`config.mk`:
```
export PLATFORM = sky130hd
export DESIGN_NAME = mmad_top
export DESIGN_NICKNAME = d
export VERILOG_FILES = /design/src/rtl/mmad_pkg.sv /design/src/rtl/mmad_region.sv /design/src/rtl/mmad_top.sv
export SDC_FILE = /design/constraint.sdc
export NUM_CORES = 1
export LEC_CHECK = 0
export BUFFER_PORTS_ARGS = -buffer_cell sky130_fd_sc_hd__buf_4
export CAP_MARGIN = 20
export CORE_UTILIZATION = 48
export DETAILED_ROUTE_END_ITERATION = 7
export PLACE_DENSITY = 0.93
export SLEW_MARGIN = 0
export SYNTH_ARGS = -nofsm -noshare
export SYNTH_HDL_FRONTEND = slang
export SYNTH_SLANG_ARGS = --single-unit
```
`constraint.sdc`:
```
create_clock -name i_clk -period 1.7 [get_ports i_clk]
set_clock_uncertainty 0.15 [all_clocks]
set_input_delay 0.085 -clock i_clk [delete_from_list [all_inputs] [get_ports i_clk]]
set_output_delay 0.085 -clock i_clk [all_outputs]
set_load 0.01 [all_outputs]
```
`src/rtl/mmad_pkg.sv`:
```
// memory map constants, region codes and range helper for the address decoder
package mmad_pkg;
  // ----------------------------------------
  // address space
  // ----------------------------------------
  localparam int ADDR_W = 13;
  localparam logic [12:0] IO_FIRST = 13'h0000;
  localparam logic [12:0] IO_LAST = 13'h001f;
  localparam logic [12:0] PZ_FIRST = 13'h0020;
  localparam logic [12:0] PZ_LAST = 13'h004f;
  localparam logic [12:0] RAM_FIRST = 13'h0050;
  localparam logic [12:0] RAM_LAST = 13'h00ff;
  localparam logic [12:0] STACK_LOW = 13'h00c0;
  localparam logic [12:0] STACK_TOP = 13'h00ff;
  localparam logic [12:0] MAIN_FIRST = 13'h0100;
  localparam logic [12:0] MAIN_LAST = 13'h12ff;
  localparam logic [12:0] BOOT_FIRST = 13'h1f01;
  localparam logic [12:0] BOOT_LAST = 13'h1fef;
  localparam logic [12:0] VEC_FIRST = 13'h1ff0;
  localparam logic [12:0] VEC_LAST = 13'h1fff;
  // ----------------------------------------
  // peripheral register locations
  // ----------------------------------------
  localparam logic [12:0] PORT_DATA_BASE = 13'h0000;
  localparam logic [12:0] PORT_DIR_BASE = 13'h0004;
  localparam int PORT_NUM = 4;
  localparam logic [12:0] ADC_RESULT_ADDR = 13'h001d;
  localparam logic [12:0] ADC_CTRL_ADDR = 13'h001e;
  localparam logic [12:0] WDOG_ADDR = 13'h1ff0;
  localparam int WDOG_BIT = 0;
  // one bit per control page byte: set where a register exists
  localparam logic [31:0] IO_IMPL_MASK = 32'h7fec1cff;
  // ----------------------------------------
  // regions, one-hot
  // ----------------------------------------
  typedef enum logic [6:0] {
    MMAD_NONE = 7'h01,
    MMAD_IO = 7'h02,
    MMAD_PZ = 7'h04,
    MMAD_RAM = 7'h08,
    MMAD_MAIN = 7'h10,
    MMAD_BOOT = 7'h20,
    MMAD_VEC = 7'h40
  } mmad_region_t;

  // inclusive range test
  function automatic logic in_range(input logic [12:0] a, input logic [12:0] lo, input logic [12:0] hi);
    in_range = (a >= lo) && (a <= hi);
  endfunction
endpackage

```
`src/rtl/mmad_region.sv`:
```
// combinational region classifier for one 13-bit address
`timescale 1ns/1ns
module mmad_region
  import mmad_pkg::*;
(
  // address in
  input wire logic [12:0] i_addr,
  // classification out
  output mmad_region_t o_region,
  output logic o_io_impl
);
  // ----------------------------------------
  // region select, no mode input: same map in every mode
  // ----------------------------------------
  always_comb begin
    if (in_range(i_addr, IO_FIRST, IO_LAST)) begin
      o_region = MMAD_IO;
    end else if (in_range(i_addr, PZ_FIRST, PZ_LAST)) begin
      o_region = MMAD_PZ;
    end else if (in_range(i_addr, RAM_FIRST, RAM_LAST)) begin
      o_region = MMAD_RAM;
    end else if (in_range(i_addr, MAIN_FIRST, MAIN_LAST)) begin
      o_region = MMAD_MAIN;
    end else if (in_range(i_addr, BOOT_FIRST, BOOT_LAST)) begin
      o_region = MMAD_BOOT;
    end else if (in_range(i_addr, VEC_FIRST, VEC_LAST)) begin
      o_region = MMAD_VEC;
    end else begin
      o_region = MMAD_NONE;
    end
  end

  // ----------------------------------------
  // control page byte that holds a register
  // ----------------------------------------
  assign o_io_impl = (o_region == MMAD_IO) && IO_IMPL_MASK[i_addr[4:0]];
endmodule

```
`src/rtl/mmad_top.sv`:
```
// address decoder for the 8 KB internal memory space
//
// Function
// - Decode a 13-bit address covering 8 KB in I/O, RAM, ROM, EPROM.
// - User mode enables 32-byte I/O page, RAM, user EPROM and boot ROM together.
// - Bootloader mode uses exactly the same map as user mode.
// - Unimplemented control page bits read undefined, writes have no effect.
// - 176-byte RAM with stack sits at 0x0050..0x00FF.
// - Stack grows down from 0x00FF, reaching only 0x00C0..0x00FF.
// - Main user EPROM, 4608 bytes, at 0x0100..0x12FF.
// - Page-zero user EPROM, 48 bytes, at 0x0020..0x004F.
// - User vector EPROM, 16 bytes, at 0x1FF0..0x1FFF.
// - Bootloader ROM with vectors at 0x1F01..0x1FEF.
// - Write with bit 0 low to 0x1FF0 restarts watchdog; reads give EPROM.
// - Port A..D data registers at 0x0000..0x0003.
// - Port A..D direction registers at 0x0004..0x0007.
// - Converter result at 0x001D, converter control/status at 0x001E.
`timescale 1ns/1ns
module mmad_top
  import mmad_pkg::*;
#(
  parameter int PORTS = PORT_NUM
)
(
  // clock and reset
  input wire logic i_clk,
  input wire logic i_rst_n,
  // processor bus cycle
  input wire logic [12:0] i_addr,
  input wire logic i_rd,
  input wire logic i_wr,
  input wire logic [7:0] i_wdata,
  // memory region selects
  output mmad_region_t o_region,
  output logic o_stack,
  output logic o_rd_en,
  output logic o_wr_en,
  output logic o_rd_undef,
  // peripheral register selects
  output logic [PORTS-1:0] o_port_data_sel,
  output logic [PORTS-1:0] o_port_dir_sel,
  output logic o_adc_result_sel,
  output logic o_adc_ctrl_sel,
  output logic o_io_other_sel,
  // watchdog
  output logic o_watchdog_timer_restart
);
  // ----------------------------------------
  // classification
  // ----------------------------------------
  mmad_region_t region;
  logic io_impl;
  logic access;
  logic mapped;
  logic [12:0] port_off;

  mmad_region u_region (
    .i_addr(i_addr),
    .o_region(region),
    .o_io_impl(io_impl)
  );

  // a byte is mapped when it is memory or an existing control register
  assign access = i_rd | i_wr;
  assign mapped = (region != MMAD_NONE) && ((region != MMAD_IO) || io_impl);
  assign port_off = i_addr - PORT_DATA_BASE;

  // ----------------------------------------
  // region and stack outputs
  // ----------------------------------------
  // region is held per access, none between cycles
  always_ff @(posedge i_clk or negedge i_rst_n) begin
    if (!i_rst_n) begin
      o_region <= MMAD_NONE;
      o_stack <= 1'b0;
    end else begin
      o_region <= access ? region : MMAD_NONE;
      o_stack <= access && in_range(i_addr, STACK_LOW, STACK_TOP);
    end
  end

  // ----------------------------------------
  // read/write enables
  // ----------------------------------------
  // holes and unmapped bytes: no enable, read data flagged undefined
  always_ff @(posedge i_clk or negedge i_rst_n) begin
    if (!i_rst_n) begin
      o_rd_en <= 1'b0;
      o_wr_en <= 1'b0;
      o_rd_undef <= 1'b0;
    end else begin
      o_rd_en <= i_rd && mapped;
      o_wr_en <= i_wr && mapped;
      o_rd_undef <= i_rd && !mapped;
    end
  end

  // ----------------------------------------
  // peripheral selects
  // ----------------------------------------
  always_ff @(posedge i_clk or negedge i_rst_n) begin
    if (!i_rst_n) begin
      o_port_data_sel <= '0;
      o_port_dir_sel <= '0;
      o_adc_result_sel <= 1'b0;
      o_adc_ctrl_sel <= 1'b0;
      o_io_other_sel <= 1'b0;
    end else begin
      for (int p = 0; p < PORTS; p++) begin
        o_port_data_sel[p] <= access && (port_off == 13'(p));
        o_port_dir_sel[p] <= access && (port_off == 13'(p) + (PORT_DIR_BASE - PORT_DATA_BASE));
      end
      o_adc_result_sel <= access && (i_addr == ADC_RESULT_ADDR);
      o_adc_ctrl_sel <= access && (i_addr == ADC_CTRL_ADDR);
      o_io_other_sel <= access && io_impl && !in_range(i_addr, PORT_DATA_BASE, PORT_DIR_BASE + 13'(PORTS - 1))
        && (i_addr != ADC_RESULT_ADDR) && (i_addr != ADC_CTRL_ADDR);
    end
  end

  // ----------------------------------------
  // watchdog restart
  // ----------------------------------------
  // write-only side effect; the read still goes to vector EPROM
  always_ff @(posedge i_clk or negedge i_rst_n) begin
    if (!i_rst_n) begin
      o_watchdog_timer_restart <= 1'b0;
    end else begin
      o_watchdog_timer_restart <= i_wr && (i_addr == WDOG_ADDR) && !i_wdata[WDOG_BIT];
    end
  end
endmodule

```
==> impl_metrics.py <==
metrics = {
    "logic_synthesis": {
        "ys_seq_area_share_pct": 56.1,
        "avgSynthCellArea_um2": 10.6,
        "yosys_warnings": 0,
        "synth_seq_cells": 23,
        "ys.flop_type": "dfrtp_1",
        "syn_inst": 97,
        "syn-num-nets": 122,
        "syn-cell-area_um2": 1030,
        "synth_edf_count": 0,
        "synth.distinct_cells": 34,
        "ys_async_sr_fraction_pct": 100,
    },
    "worst_setup_path": {
        "cp-start-kind": "input port",
        "path_max_fanout": 4,
        "path_class": "input port to flip-flop",
        "timing.critical_path.max_delay_family": "buffers and inverters",
        "critPathRequiredTime_ns": 1.82,
        "endpoint_kind": "flip-flop",
        "cp_cell_sequence": "buf_4 -> dlygate4sd3_1 -> inv_1 -> nand2_1 -> nor4_1 -> dlygate4sd3_1",
        "cp.arrival_ns": 1.76,
        "crit_buf_inv": 4,
        "slowest_stage": "dlygate4sd3_1",
        "cpMostUsedCell": "dlygate4sd3_1",
        "slowest_delay_ns": 0.58,
    },
    "global_route": {
        "grt_max_degree": 24,
        "busiest_layer": "met2",
        "grt-ovfl-total": 0,
        "met2_usage_pct": 44.0,
        "global_route.usage.met1_pct": 30.0,
        "grt_first_pass_wirelength_um": 4180,
        "grt_usage_pct": 27.2,
        "use_met3_pct": 4.44,
        "grt_pass1_vias": 984,
        "antenna_found_initial": 0,
    },
    "clock_network": {
        "cts_made_buffers": 3,
        "clockBufferDepth": 2,
        "htreeDepth": 1,
        "cts_root_buffer": "clkbuf_4",
        "cts_tree": "built",
        "cts_sinks": 23,
        "clkTransAtPathRegs_ns": 0.13,
        "post_cts_buffers": 0,
    },
    "pwr": {
        "p_int_w": 0.000734,
        "combPwrFrac_pct": 17.6,
        "clock_power_share_pct": 25.8,
        "power_switching_w": 0.000256,
        "ir_drop_v": 0.000439,
        "cellPowerDensity_nw_per_um2": 636,
        "netSwitchingFraction_pct": 25.9,
        "p_leak_nw": 0.790,
        "power_frac_seq_pct": 56.6,
    },
    "timing": {
        "tightestPinTransition_ns": 0.319,
        "holdWs_ns": 0.00720,
        "hold_viol_final": 0,
        "fin_crit_sh_pct": 96.5,
        "slew_headroom_pct": 78.6,
        "drv_slew": 0,
        "tns_ns": 0,
        "setup_violations": 0,
        "max_freq_mhz": 609,
        "rsz0062_at_grt": "no",
        "post-route-min-period_ns": 1.64,
    },
    "worst_hold_path": {
        "worstHoldPathType": "input port to flip-flop",
    },
    "floorplanning": {
        "num_rows": 16,
        "dieArea_um2": 2330,
        "start_util_pct": 51.9,
        "fp.coreArea_um2": 1980,
        "die_width_um": 48.3,
        "die_y_um": 48.3,
        "ios": 48,
    },
    "detailed_routing": {
        "drtPass1Iterations": 4,
        "avgViaCountPerCell": 5.60,
        "drt-total-wl_um": 2810,
        "dr.first_iter.drc_count": 26,
        "vias": 1019,
        "drc": 0,
        "ant_nets": 0,
        "wire_per_inst_um": 15.4,
    },
    "placed_design": {
        "port_buffers": 40,
        "place.gp.congestion": 0.787,
        "placedCellCount": 158,
        "place_hpwl_um": 1630,
    },
    "finish": {
        "final-seq-area_um2": 577,
        "nNetsFinal": 181,
        "nFillCells": 118,
        "stdcell_count": 182,
        "antenna_cells": 0,
        "synthToLayoutAreaGrowth_pct": 51.3,
        "utilization_pct": 78.5,
        "layout-drive-gt1-share_pct": 32.9,
        "multiInputGateArea_um2": 403,
    },
    "run": {
        "cap_viol_max_count": 0,
    },
    "status": {
        "status": "completed",
    },
}
==> metrics by stage <==
step                      cell area (um2)  setup WS, ns  power (W)
after floorplan                      1030         0.451   0.000631
after CTS                            1550        0.0375   0.000970
after detailed placement             1330         0.173   0.000702
final                                1560        0.0591   0.000990
after global routing                 1560        0.0189    0.00103
after global placement               1330         0.218   0.000697
==> area by class of cell <==
class                      count  area share [%]
clock buffer                   3            1.45
clock inverter                 1           0.322
inverter                       4           0.965
multi-input combinational     64            25.9
sequential                    23            37.1
tap                           27            2.17
timing repair buffer          60            32.2
==> kinds of logic after synthesis <==
group	count (synthesis)	share of synthesized area, %
AOI/OAI and AO/OA	14	9.12
buffers and inverters	10	4.99
DFF	23	56.1
muxes	1	0.973
and+or+nand+nor	49	28.8
==> layout by cell type, fill, tap and decap left out, types with 2 or more instances in the layout <==
cell type and n:
and3_1 5, nand4_1 2, dlygate4sd3_1 20, nand2_1 5, nor2_1 15, inv_1 4
nor4_1 2, or2_2 2, and4_1 2, a21boi_1 2, nor3_1 3, clkbuf_4 3
o21ai_0 3, a21oi_1 2, nand2b_1 2, dfrtp_1 22, nor2b_1 2, buf_4 40
a211oi_1 2
==> registers in the layout, summed over array words and instances (netlist names) <==
register                  cells
o_adc_result_sel              1
o_wr_en                       1
o_stack                       1
o_rd_en                       1
o_port_data_sel               4
o_watchdog_timer_restart      1
o_rd_undef                    1
o_adc_ctrl_sel                1
o_io_other_sel                1
o_region                      7
o_port_dir_sel                4
==> tightest hold or removal path: cells and delay by family <==
kind / cells / cell delay (ns)
AND/OR/NAND/NOR: 3 / 0.17
buffers and inverters: 1 / 0.11
AO/OA/AOI/OAI: 1 / 0.09
==> synthesized netlist by cell type (3+ instances only) <==
cell,n,area share (%)
nor3_1,3,1.5
o21ai_0,3,1.5
and3_1,5,3.0
buf_2,4,1.9
inv_1,4,1.5
nor2_1,16,5.8
nand2_1,5,1.8
dfrtp_1,22,54
==> power groups by stage <==
| stage | combinational [W] | clock, W | sequential, W |
|---|---|---|---|
| 5_1_grt | 0.000189 | 0.000274 | 0.000562 |
| 3_3_place_gp | 0.000126 | 0 | 0.000570 |
| 6_report | 0.000175 | 0.000255 | 0.000561 |
| 2_1_floorplan | 0.0000542 | 0 | 0.000577 |
| 3_5_place_dp | 0.000132 | 0 | 0.000571 |
| 4_1_cts | 0.000166 | 0.000244 | 0.000560 |
==> layer usage <==
layer | up-vias | share of wire (%)
li1 | 453 | -
met4 | 0 | 5.0
met2 | 63 | 52
met3 | 15 | 7.1
met5 | - | 0
met1 | 488 | 36
==> worst paths after layout <==
path,cells after the start,slack [ns],from,to
max,6,0.06,i_addr[8],o_region[2]
min,5,0.007,i_addr[10],o_region[3]
max in group asynchronous,2,1.09,i_rst_n,o_region[0]
min in group asynchronous,2,0.04,i_rst_n,o_port_data_sel[2]
==> timing repair <==
item	in CTS	in global routing
hold buffers	20	0
resized for setup	0	1
hold endpoints to repair	42	0
endpoints found under the setup margin	0	2
(Power assumes the default switching activity.)
